**src/hdl/cpu_arith_regs.vh**
```
`ifndef CPU_ARITH_REGS_VH
`define CPU_ARITH_REGS_VH

// register port offsets
`define REG_CTRL 4'h0
`define REG_STATUS 4'h1
`define REG_ACC 4'h2
`define REG_FLAGS 4'h3
`define REG_IDX_HIGH 4'h4
`define REG_IDX_LOW 4'h5
`define REG_STK_HIGH 4'h6
`define REG_STK_LOW 4'h7
`define REG_PROG_HIGH 4'h8
`define REG_PROG_LOW 4'h9

// control and status bit positions
`define CTRL_RUN 0
`define CTRL_CLR_FAULT 1
`define STAT_BUSY 0
`define STAT_FAULT 1

// condition flag positions
`define FLG_V 7
`define FLG_H 4
`define FLG_I 3
`define FLG_N 2
`define FLG_Z 1
`define FLG_C 0
`define FLG_WMASK 8'h9F

// reset values, zero page high byte and post-increment step
`define FLAGS_RST 8'h08
`define STK_RST 16'h00FF
`define PROG_RST 16'h0000
`define ZPAGE_HIGH 8'h00
`define POSTINC_STEP 16'h0001

// opcodes: whole bytes, then low nibble = operation, high nibble = mode
`define OPC_PREFIX 8'h9E
`define OPC_STACK_ADJ 8'hA7
`define OPC_INDEX_ADJ 8'hAF
`define OPL_ADC 4'h9
`define OPL_ADD 4'hB
`define OPL_AND 4'h4
`define OPH_INLINE 4'hA
`define OPH_ZPAGE 4'hB
`define OPH_FULL 4'hC
`define OPH_IDX_WORD 4'hD
`define OPH_IDX_BYTE 4'hE
`define OPH_IDX_NOOFS 4'hF
`define OPH_STK_WORD 4'hD
`define OPH_STK_BYTE 4'hE

`endif

```
**src/hdl/cpu_arith_core.v**
```verilog
`timescale 1ns/1ps
`default_nettype none
`include "cpu_arith_regs.vh"

module cpu_arith_core (
   // clock and reset
   input wire sys_clk_i,
   input wire rstn_i,
   // register port
   input wire [3:0] reg_addr_i,
   input wire [7:0] reg_wdata_i,
   input wire reg_wr_i,
   input wire reg_rd_i,
   output reg [7:0] reg_rdata_o,
   // cpu memory bus
   output reg [15:0] mem_addr_o,
   output reg mem_rd_o,
   input wire [7:0] mem_rdata_i,
   // status
   output reg fault_o
);

   localparam [2:0] ST_IDLE = 3'd0;
   localparam [2:0] ST_OP = 3'd1;
   localparam [2:0] ST_ARG1 = 3'd2;
   localparam [2:0] ST_ARG2 = 3'd3;
   localparam [2:0] ST_GAP = 3'd4;
   localparam [2:0] ST_MEM = 3'd5;
   localparam [2:0] ST_HALT = 3'd6;

   localparam [2:0] MD_INLINE = 3'd0;
   localparam [2:0] MD_ZPAGE = 3'd1;
   localparam [2:0] MD_FULL = 3'd2;
   localparam [2:0] MD_IDX_WORD = 3'd3;
   localparam [2:0] MD_IDX_BYTE = 3'd4;
   localparam [2:0] MD_IDX_NOOFS = 3'd5;
   localparam [2:0] MD_STK_WORD = 3'd6;
   localparam [2:0] MD_STK_BYTE = 3'd7;

   localparam [2:0] K_ADD = 3'd0;
   localparam [2:0] K_ADC = 3'd1;
   localparam [2:0] K_AND = 3'd2;
   localparam [2:0] K_STK_ADJ = 3'd3;
   localparam [2:0] K_IDX_ADJ = 3'd4;
   localparam [15:0] PROG_START = `PROG_RST;

   reg [2:0] state;
   reg [7:0] acc;
   reg [7:0] condition_flags_reg;
   reg [7:0] idx_high;
   reg [7:0] idx_low;
   reg [15:0] stack_pointer;
   reg [7:0] progctr_high_byte;
   reg [7:0] progctr_low_byte;
   reg [2:0] mode;
   reg [2:0] kind;
   reg prefix;
   reg postinc;
   reg [7:0] arg_hi;
   reg run;

   reg dec_ok;
   reg [2:0] dec_mode;
   reg [2:0] dec_kind;

   wire [15:0] index_pair;
   wire [15:0] program_counter;
   wire [15:0] pc_inc;
   wire [15:0] pc_after;
   wire [15:0] sext;
   wire [7:0] alu_res;
   wire [7:0] alu_flags;
   wire exec;
   wire host_ok;
   wire wide_arg;

   assign index_pair = {idx_high, idx_low};
   assign program_counter = {progctr_high_byte, progctr_low_byte};
   assign pc_inc = program_counter + 16'h0001;
   // operand fetch ends at pc for memory modes, one further for inline
   assign pc_after = (state == ST_ARG1) ? pc_inc : program_counter;
   assign sext = {{8{mem_rdata_i[7]}}, mem_rdata_i};
   assign exec = (state == ST_MEM) || (state == ST_ARG1 && mode == MD_INLINE);
   assign host_ok = (state == ST_IDLE) || (state == ST_HALT);
   // word offsets and full addresses arrive high byte first
   assign wide_arg = (mode == MD_FULL) || (mode == MD_IDX_WORD) || (mode == MD_STK_WORD);

   arith_flag_unit u_alu (
      .acc_i(acc),
      .operand_i(mem_rdata_i),
      .flags_i(condition_flags_reg),
      .op_i(kind[1:0]),
      .result_o(alu_res),
      .flags_o(alu_flags)
   );

   // sums wrap in 16 bits, so signed and unsigned word offsets agree
   function [15:0] eff_addr;
      input [2:0] md;
      input [7:0] hi;
      input [7:0] lo;
      input [15:0] hx;
      input [15:0] sp;
      begin
         case (md)
            MD_ZPAGE: eff_addr = {`ZPAGE_HIGH, lo};
            MD_FULL: eff_addr = {hi, lo};
            MD_IDX_WORD: eff_addr = hx + {hi, lo};
            MD_IDX_BYTE: eff_addr = hx + {8'h00, lo};
            MD_IDX_NOOFS: eff_addr = hx;
            MD_STK_WORD: eff_addr = sp + {hi, lo};
            MD_STK_BYTE: eff_addr = sp + {8'h00, lo};
            default: eff_addr = hx;
         endcase
      end
   endfunction

   always @*
   begin
      dec_ok = 1'b1;
      dec_mode = MD_INLINE;
      dec_kind = K_ADD;
      if (!prefix && mem_rdata_i == `OPC_STACK_ADJ)
      begin
         dec_kind = K_STK_ADJ;
      end
      else if (!prefix && mem_rdata_i == `OPC_INDEX_ADJ)
      begin
         dec_kind = K_IDX_ADJ;
      end
      else
      begin
         case (mem_rdata_i[3:0])
            `OPL_ADC: dec_kind = K_ADC;
            `OPL_ADD: dec_kind = K_ADD;
            `OPL_AND: dec_kind = K_AND;
            default: dec_ok = 1'b0;
         endcase
         if (prefix)
         begin
            case (mem_rdata_i[7:4])
               `OPH_STK_WORD: dec_mode = MD_STK_WORD;
               `OPH_STK_BYTE: dec_mode = MD_STK_BYTE;
               default: dec_ok = 1'b0;
            endcase
         end
         else
         begin
            case (mem_rdata_i[7:4])
               `OPH_INLINE: dec_mode = MD_INLINE;
               `OPH_ZPAGE: dec_mode = MD_ZPAGE;
               `OPH_FULL: dec_mode = MD_FULL;
               `OPH_IDX_WORD: dec_mode = MD_IDX_WORD;
               `OPH_IDX_BYTE: dec_mode = MD_IDX_BYTE;
               `OPH_IDX_NOOFS: dec_mode = MD_IDX_NOOFS;
               default: dec_ok = 1'b0;
            endcase
         end
      end
   end

   always @(posedge sys_clk_i)
   begin
      if (!rstn_i)
      begin
         state <= ST_IDLE;
         acc <= 8'h00;
         condition_flags_reg <= `FLAGS_RST;
         idx_high <= 8'h00;
         idx_low <= 8'h00;
         stack_pointer <= `STK_RST;
         progctr_high_byte <= PROG_START[15:8];
         progctr_low_byte <= PROG_START[7:0];
         mode <= MD_INLINE;
         kind <= K_ADD;
         prefix <= 1'b0;
         postinc <= 1'b0;
         arg_hi <= 8'h00;
         run <= 1'b0;
         fault_o <= 1'b0;
         mem_addr_o <= 16'h0000;
         mem_rd_o <= 1'b0;
      end
      else
      begin
         case (state)
            ST_IDLE:
            begin
               mem_rd_o <= 1'b0;
               if (run)
               begin
                  state <= ST_OP;
                  mem_addr_o <= program_counter;
                  mem_rd_o <= 1'b1;
                  prefix <= 1'b0;
               end
            end
            ST_OP:
            begin
               {progctr_high_byte, progctr_low_byte} <= pc_inc;
               mem_addr_o <= pc_inc;
               if (!prefix && mem_rdata_i == `OPC_PREFIX)
               begin
                  prefix <= 1'b1;
               end
               else if (!dec_ok)
               begin
                  fault_o <= 1'b1;
                  state <= ST_HALT;
                  mem_rd_o <= 1'b0;
               end
               else
               begin
                  mode <= dec_mode;
                  kind <= dec_kind;
                  // none of this subset uses the post-increment forms
                  postinc <= 1'b0;
                  if (dec_mode == MD_IDX_NOOFS)
                  begin
                     // no operand bytes, idle cycle keeps the count at three
                     state <= ST_GAP;
                     mem_rd_o <= 1'b0;
                  end
                  else
                  begin
                     state <= ST_ARG1;
                  end
               end
            end
            ST_GAP:
            begin
               state <= ST_MEM;
               mem_rd_o <= 1'b1;
               mem_addr_o <= index_pair;
            end
            ST_ARG1:
            begin
               {progctr_high_byte, progctr_low_byte} <= pc_inc;
               if (wide_arg)
               begin
                  arg_hi <= mem_rdata_i;
                  mem_addr_o <= pc_inc;
                  state <= ST_ARG2;
               end
               else if (mode != MD_INLINE)
               begin
                  mem_addr_o <= eff_addr(mode, 8'h00, mem_rdata_i, index_pair, stack_pointer);
                  state <= ST_MEM;
               end
            end
            ST_ARG2:
            begin
               {progctr_high_byte, progctr_low_byte} <= pc_inc;
               mem_addr_o <= eff_addr(mode, arg_hi, mem_rdata_i, index_pair, stack_pointer);
               state <= ST_MEM;
            end
            ST_MEM:
            begin
               if (postinc)
               begin
                  {idx_high, idx_low} <= index_pair + `POSTINC_STEP;
               end
            end
            ST_HALT:
            begin
               mem_rd_o <= 1'b0;
            end
            default:
            begin
               state <= ST_IDLE;
               mem_rd_o <= 1'b0;
            end
         endcase

         if (exec)
         begin
            case (kind)
               K_ADD, K_ADC, K_AND:
               begin
                  acc <= alu_res;
                  condition_flags_reg <= alu_flags;
               end
               K_STK_ADJ: stack_pointer <= stack_pointer + sext;
               K_IDX_ADJ: {idx_high, idx_low} <= index_pair + sext;
               default: acc <= acc;
            endcase
            // next opcode fetch follows at once, so no cycle is lost
            prefix <= 1'b0;
            mem_addr_o <= pc_after;
            mem_rd_o <= run;
            state <= run ? ST_OP : ST_IDLE;
         end

         if (reg_wr_i)
         begin
            case (reg_addr_i)
               `REG_CTRL:
               begin
                  run <= reg_wdata_i[`CTRL_RUN];
                  if (reg_wdata_i[`CTRL_CLR_FAULT] && state == ST_HALT)
                  begin
                     fault_o <= 1'b0;
                     state <= ST_IDLE;
                  end
               end
               `REG_ACC: if (host_ok) acc <= reg_wdata_i;
               `REG_FLAGS: if (host_ok) condition_flags_reg <= reg_wdata_i & `FLG_WMASK;
               `REG_IDX_HIGH: if (host_ok) idx_high <= reg_wdata_i;
               `REG_IDX_LOW: if (host_ok) idx_low <= reg_wdata_i;
               `REG_STK_HIGH: if (host_ok) stack_pointer[15:8] <= reg_wdata_i;
               `REG_STK_LOW: if (host_ok) stack_pointer[7:0] <= reg_wdata_i;
               `REG_PROG_HIGH: if (host_ok) progctr_high_byte <= reg_wdata_i;
               `REG_PROG_LOW: if (host_ok) progctr_low_byte <= reg_wdata_i;
               default: run <= run;
            endcase
         end
      end
   end

   // read data valid only in the cycle after the strobe
   always @(posedge sys_clk_i)
   begin
      if (!rstn_i)
      begin
         reg_rdata_o <= 8'h00;
      end
      else if (reg_rd_i)
      begin
         case (reg_addr_i)
            `REG_CTRL: reg_rdata_o <= {7'h00, run};
            `REG_STATUS: reg_rdata_o <= {6'h00, fault_o, !host_ok};
            `REG_ACC: reg_rdata_o <= acc;
            `REG_FLAGS: reg_rdata_o <= condition_flags_reg;
            `REG_IDX_HIGH: reg_rdata_o <= idx_high;
            `REG_IDX_LOW: reg_rdata_o <= idx_low;
            `REG_STK_HIGH: reg_rdata_o <= stack_pointer[15:8];
            `REG_STK_LOW: reg_rdata_o <= stack_pointer[7:0];
            `REG_PROG_HIGH: reg_rdata_o <= progctr_high_byte;
            `REG_PROG_LOW: reg_rdata_o <= progctr_low_byte;
            default: reg_rdata_o <= 8'h00;
         endcase
      end
      else
      begin
         reg_rdata_o <= 8'h00;
      end
   end

endmodule // cpu_arith_core

`default_nettype wire

```
**src/hdl/arith_flag_unit.v**
```verilog
`timescale 1ns/1ps
`default_nettype none
`include "cpu_arith_regs.vh"

module arith_flag_unit (
   // operands
   input wire [7:0] acc_i,
   input wire [7:0] operand_i,
   input wire [7:0] flags_i,
   input wire [1:0] op_i,
   // result
   output wire [7:0] result_o,
   output reg [7:0] flags_o
);

   localparam [1:0] OP_ADD = 2'd0;
   localparam [1:0] OP_ADC = 2'd1;
   localparam [1:0] OP_AND = 2'd2;

   wire carry_in;
   wire [8:0] sum;
   wire [7:0] res;
   wire zero;
   wire ovf;
   wire half;
   wire cout;

   assign carry_in = (op_i == OP_ADC) ? flags_i[`FLG_C] : 1'b0;
   assign sum = {1'b0, acc_i} + {1'b0, operand_i} + {8'h00, carry_in};
   assign res = (op_i == OP_AND) ? (acc_i & operand_i) : sum[7:0];
   assign result_o = res;
   assign zero = ~|res;
   assign ovf = (acc_i[7] & operand_i[7] & ~res[7]) | (~acc_i[7] & ~operand_i[7] & res[7]);
   assign half = (acc_i[3] & operand_i[3]) | (operand_i[3] & ~res[3]) | (~res[3] & acc_i[3]);
   assign cout = sum[8];

   always @*
   begin
      flags_o = flags_i;
      flags_o[`FLG_N] = res[7];
      flags_o[`FLG_Z] = zero;
      if (op_i == OP_AND)
      begin
         flags_o[`FLG_V] = 1'b0;
      end
      else
      begin
         // mask bit left alone by both adds
         flags_o[`FLG_V] = ovf;
         flags_o[`FLG_H] = half;
         flags_o[`FLG_C] = cout;
      end
   end

endmodule // arith_flag_unit

`default_nettype wire

```
**config.mk**
```make
export PLATFORM = sky130hd
export DESIGN_NAME = cpu_arith_core
export DESIGN_NICKNAME = d
export VERILOG_FILES = /design/src/hdl/cpu_arith_core.v /design/src/hdl/arith_flag_unit.v
export VERILOG_INCLUDE_DIRS = /design/src /design/src/hdl
export SDC_FILE = /design/constraint.sdc
export NUM_CORES = 1
export LEC_CHECK = 0
export BUFFER_PORTS_ARGS = -buffer_cell sky130_fd_sc_hd__buf_4
export CORE_MARGIN = 2
export CORE_UTILIZATION = 45
export DETAILED_ROUTE_END_ITERATION = 8
export PLACE_DENSITY = 0.65
export SETUP_SLACK_MARGIN = 0.2
export SLEW_MARGIN = 20
export SYNTH_ARGS = -nofsm -noshare
export SYNTH_HDL_FRONTEND = slang
export SYNTH_SLANG_ARGS = --single-unit
```
**constraint.sdc**
```tcl
create_clock -name sys_clk_i -period 6.5 [get_ports sys_clk_i]
set_clock_uncertainty 0.2 [all_clocks]
set_input_delay 0.65 -clock sys_clk_i [delete_from_list [all_inputs] [get_ports sys_clk_i]]
set_output_delay 0.65 -clock sys_clk_i [all_outputs]
set_load 0.1 [all_outputs]
```
* Yosys cells after proc, flatten, opt, wreduce, memory -nomap -nowiden
Cells that the tools add are included.
** Storage, ports and cells
- Input port bits :: 24
- Register bits after elaboration :: 109
** Operators by class
- Reduce and logical (&&, ||, !) cells :: 39
- Multiplexer cells :: 90
- Bitwise logic cells :: 17
- Equality and inequality tests :: 47
- $add $sub $neg :: 9
** Operator list (count)
- two-way mux 8 bit :: 33
- two-way mux 16 bit :: 8
- one-hot mux 16 bit (6 select lines) :: 1
- one-hot mux 16 bit (5 select lines) :: 1
- one-hot mux 8 bit (10 select lines) :: 1
- adder 16 bit :: 4
- one-hot mux 16 bit (3 select lines) :: 1
- two-way mux 3 bit :: 15
- == test 4 bit (second input constant) :: 10
- adder 16 x 8 -> 16 bit :: 2
- one-hot mux 3 bit (5 select lines) :: 2
- == test 3 bit (second input constant) :: 8
- == test 8 bit (second input constant) :: 3
- two-way mux 1 bit :: 24
- == test 4 x 3 -> 1 bit (second input constant) :: 5
- == test 3 x 2 -> 1 bit (second input constant) :: 6
- adder 16 x 1 -> 16 bit (second input constant) :: 1
- OR reduction 2 bit :: 7
- AND reduction 3 bit :: 4
- OR reduction 3 bit :: 4
- adder 8 x 8 -> 9 bit :: 1
- adder 9 x 1 -> 9 bit :: 1
- == test 3 x 1 -> 1 bit (second input constant) :: 3
- logical NOT 3 bit :: 3
- 27 further kinds :: 54

* Depth between registers and ports, before layout
- Depth after elaboration :: 14
- Mapped depth :: 16

* Hierarchy
Synthesis repeated with hierarchy kept, for this count alone.
** Unflattened totals
- Cell total of the unflattened synthesis :: 1501
- Area total of the unflattened synthesis :: 10949.3 um^2
** Modules (own cells, without submodules)
- cpu_arith_core :: seq. area each 2182.1 um^2, cells each 1404, times used 1, area an instance 10253.6 um^2
- arith_flag_unit :: seq. area each 0.0 um^2, cells each 97, times used 1, area an instance 695.7 um^2

* Least setup slack after synthesis
No wires, ideal clock.
- Kind :: reg-to-reg
- Start :: register mode[2]
- End :: register mem_addr_o[14]
- Setup slack :: 2.499 ns
- Data arrival time :: 3.673 ns
- Buffers on the path :: 2
- Cell stages (with the launch flop) :: 17
- Cells stage by stage :: dfxtp_1 > clkbuf_1 > clkbuf_1 > nand3_1 > mux2_2 > ha_1 > inv_1 > fa_1 > nor2b_1 > o31a_1 > nor4_1 > nor3_1 > o41ai_1 > o21ai_0 > xor2_1 > a211oi_1 > o22ai_1
** Between the ends
- Cells in the longest elaborated chain, start to end :: 7
- Elaborated cells on any way between the ends :: 25
- Classes of those cells :: 8 x eq/ne; 6 x mux; 11 x reduce/logical
** Ends and longest elaborated chain
- from (decl) :: line cpu_arith_core.v:55 : reg [2:0] mode;
- from (signal assigned) :: line cpu_arith_core.v:214 : mode <= dec_mode;
- == test 3 bit, or another cell as far along :: line cpu_arith_core.v:86, cpu_arith_core.v:105
- OR reduction 2 bit (no source line)
- one-hot mux 16 bit (3 select lines) :: line cpu_arith_core.v:105 : case (md)
- two-way mux 16 bit :: line cpu_arith_core.v:245 : else if (mode != MD_INLINE)
- two-way mux 16 bit :: line cpu_arith_core.v:239 : if (wide_arg)
- one-hot mux 16 bit (5 select lines) :: line cpu_arith_core.v:186 : case (state)
- two-way mux 16 bit :: line cpu_arith_core.v:275 : if (exec)
- to (signal assigned) :: line cpu_arith_core.v:193 : mem_addr_o <= program_counter;
- to (signal assigned) :: line cpu_arith_core.v:242 : mem_addr_o <= pc_inc;
- to (signal assigned) :: line cpu_arith_core.v:247 : mem_addr_o <= eff_addr(mode, 8'h00, mem_rdata_i, index_pair, stack_pointer);
- to (decl) :: line cpu_arith_core.v:16 : output reg [15:0] mem_addr_o,
Several ways; a longest one is shown, not always the timed one. The select of a mux whose other input is x is not followed.
A chain may end at the register's enable or synchronous reset.

* Final worst setup path
- Start :: register mode[0]
- End :: register mem_addr_o[14]
Same word-level chain as after synthesis.

==> out/results.tsv <==
metric	value	unit
dpl ws	1.92	ns
diode count	0	
#FFs+latches synth	107	
worst-skew pair later-pin latency	0.37	ns
post-CTS sizing	0	
result of the run	complete, no violations	
H-Tree Depth	3	
initial antenna violation count	0	
CTS root buf	clkbuf_16	
Slowest Stage Delay on Critical Path	0.59	ns
f_max	214	MHz
measured slew at the worst slew-check pin	0.965	ns
Compound-Gate Fraction of Synth Area	30.4	%
DR vias/cell	6.67	
CP Launch Type	flop	
Internal Power	1310	uW
Pre-Repair DR Iteration Count	6	
clock transition at the registers of the reported paths	0.09	ns
RSZ-0062 raised after global routing	no	
DIE WIDTH	155	microns
# fillers	2289	
post-synth design cell area	0.0103	sq mm
Crit Path Max Fanout	16	
P_sw	1090	uW
P&R area growth vs syn	7.23	%
layout cells sized above 1	7.99	%
Cell variety after synth	79	
Post-synth EDFFs	0	
share of power burned in registers	32.6	%
max_cap viols	0	
die span in y	155	microns
Rel. slew slack	35.5	%
register area share after synthesis	20.8	%
mux share of post-synthesis cell area	4.32	%
Final Wtd Congestion	0.998	
CP Capture Type	flop	
post-synthesis simple-gate area fraction	24.7	%
main combinational cell family by area after synthesis	compound AO/OA/AOI/OAI gates	
gr ovfl total	0	
XOR/XNOR Fraction of Synth Area	6.96	%
clk sinks	107	
IO buf count	49	
DIE AREA	0.0241	sq mm
CTS tree	yes	
DRC viols	0	
HPWL Detailed	31400	microns
worst path bufs/invs	2	
Worst Path Required	6.55	ns
Final period util	72.0	%
Most used DFF post-synth	dfxtp_1	
flop2flop setup slack	1.82	ns
synthesized instance count	1476	
Core ar.	0.0226	sq mm
Largest regs	mem_addr_o: 16 flops, stack_pointer: 16 flops	
crit-path most repeated cell	inv_1	
clock buffer depth	2	
Leak	0.00416	uW
crit-path cells	inv_1, nand3_1, mux2_2, ha_1, inv_1, fa_1, nor2b_1, o31a_1, nor4_1, nor3_1, o41ai_1, o21ai_0, xor2_1, a211oi_1, o22ai_1	
Nets	1530	
Fin Setup TNS	0	ns
CTS buffer count	9	
Final WS setup	1.82	ns
1st-iter DRT viols	1783	
Global Route Usage Sum	35.3	%
Starting Density	45.7	%
first-pass GRT wire length	64600	microns
top cell type's share of synthesized area	20.8	%
Combinational Power Share	41.6	%
final WL	43000	microns
crit path max-delay cell type	nand3_1	
via count	11573	
Synth area leader	dfxtp_1	
Post-CTS Hold Buffers	0	
row count	55	
final setup fails	0	
power share of the clock group	25.8	%
wire per inst	24.7	microns
Antenna Nets Post-Route	0	
Max rail drop VDD	0.128	mV
ys async rst share	0	%
critical path's top delay family	compound AO/OA/AOI/OAI gates	
Hold Violations, Final	0	
WS Path Type	reg2reg	
Syn Area/Cell	6.99	sq um
Synth Net Count	1560	
worst hold-check path type	reg2reg	
post-synthesis adder-cell area fraction	7.74	%
post-CTS setup buffers	0	
switch share	45.5	%
max-slew violation count	0	
Ports	50	
Ys Warns	0	
top post-synthesis cells by area	dfxtp_1, o21ai_0, nand2_1	
min Tclk post-route	4.68	ns
WP data arrival	4.73	ns
pin count of the biggest net entering global routing	51	
number of global-route vias before repair	10420	
Cell Pwr Density	216	mW/mm^2
## area by class of cell
| class | count | area, sq um | area share, % |
|---|---|---|---|
| Multi-Input combinational cell | 1232 | 7650 | 69.2 |
| Sequential cell | 107 | 2140 | 19.4 |
| Timing Repair Buffer | 64 | 480 | 4.34 |
| Tap cell | 285 | 357 | 3.22 |
| Clock buffer | 10 | 229 | 2.07 |
| Inverter | 32 | 120 | 1.09 |
| Clock inverter | 6 | 82.6 | 0.747 |
## cells in the final DEF (no fill, tap or decap), types with 9 or more instances in the layout
master and n:
a211oi_1 22, a21o_1 11, a21oi_1 135, a221oi_1 9, a311oi_1 14, a31oi_1 15
and3_1 15, buf_4 64, clkbuf_16 9, dfxtp_1 107, ha_1 55, inv_1 30
mux2_2 20, mux2i_1 13, nand2_1 184, nand2b_1 10, nand3_1 71, nand4_1 9
nor2_1 160, nor2b_1 24, nor3_1 32, o211a_1 14, o211ai_1 23, o21ai_0 141
o221ai_1 11, o22ai_1 19, or3_1 17, xnor2_1 53, xor2_1 29
## metrics by stage
step | hold WS [ns] | power [uW] | utilization (%) | area (sq um) | cells
after detailed placement | 0.246 | 1770 | 47.6 | 10700 | 1720
final | 0.259 | 2390 | 49.0 | 11100 | 1736
after global placement | 0.245 | 1760 | 47.6 | 10700 | 1720
after CTS | 0.258 | 2370 | 49.0 | 11100 | 1736
after floorplan | 0.235 | 1470 | - | 10300 | 1476
after global routing | 0.295 | 2500 | 49.0 | 11100 | 1736
## power by group through the flow
stage	Clock, uW	Combinational [uW]	Sequential, uW
after detailed placement	0	973	793
after floorplan	0	516	952
after global placement	0	971	792
final	617	995	781
after global routing	647	1060	786
after CTS	617	977	777
## cell usage after synthesis, types with 5 or more instances
master / instances
o31ai_1: 8
dfxtp_1: 107
nor3_1: 32
fa_1: 5
nand2_1: 184
a21o_1: 11
nor2b_1: 24
mux2i_1: 13
o211a_1: 14
mux2_2: 20
a2111oi_0: 5
o22ai_1: 19
nand2b_1: 10
o21bai_1: 5
a22oi_1: 8
and2_1: 5
a22o_1: 5
a311oi_1: 14
a221oi_1: 9
and3_1: 15
o211ai_1: 23
nand4_1: 9
o21ai_0: 141
o221ai_1: 11
a211oi_1: 22
ha_1: 55
or3_1: 17
nor2_1: 160
nand3_1: 71
clkbuf_1: 96
xor2_1: 29
xnor2_1: 53
a21oi_1: 135
o21a_1: 8
a31oi_1: 15
inv_1: 30
nor4_1: 5
## routing by layer
layer,GRT usage (%),up-vias,part of all wire [%]
met5,0,-,0
met4,16.8,0,5.1
met3,6.38,125,11
met2,53.2,721,43
met1,48.7,5383,41
li1,-,5344,-
## worst paths after layout
| path | startpoint | cells past startpoint | to |
|---|---|---|---|
| worst min-delay path | mem_addr_o[2] | 2 | mem_addr_o[2] |
| worst min register to register | mem_addr_o[2] | 2 | mem_addr_o[2] |
| worst max-delay path | mode[0] | 15 | mem_addr_o[14] |
| worst max register to register | mode[0] | 15 | mem_addr_o[14] |
## logic make-up after synthesis
logic type | after synthesis
AND/OR/NAND/NOR | 557
multiplexers | 37
AO/OA/AOI/OAI | 495
adder cells (fa/ha/maj) | 61
flip-flops | 107
buffers and inverters | 137
XOR/XNOR | 82
## worst register-to-register path, cell delays in order, from the launching register on
cell and delay [ns]:
dfxtp_1 0.32, inv_1 0.27, nand3_1 0.59, mux2_2 0.49, ha_1 0.21, inv_1 0.08
fa_1 0.21, nor2b_1 0.07, o31a_1 0.28, nor4_1 0.45, nor3_1 0.11, o41ai_1 0.53
o21ai_0 0.21, xor2_1 0.18, a211oi_1 0.25, o22ai_1 0.11
No activity file was read; power rests on OpenSTA's default activity.
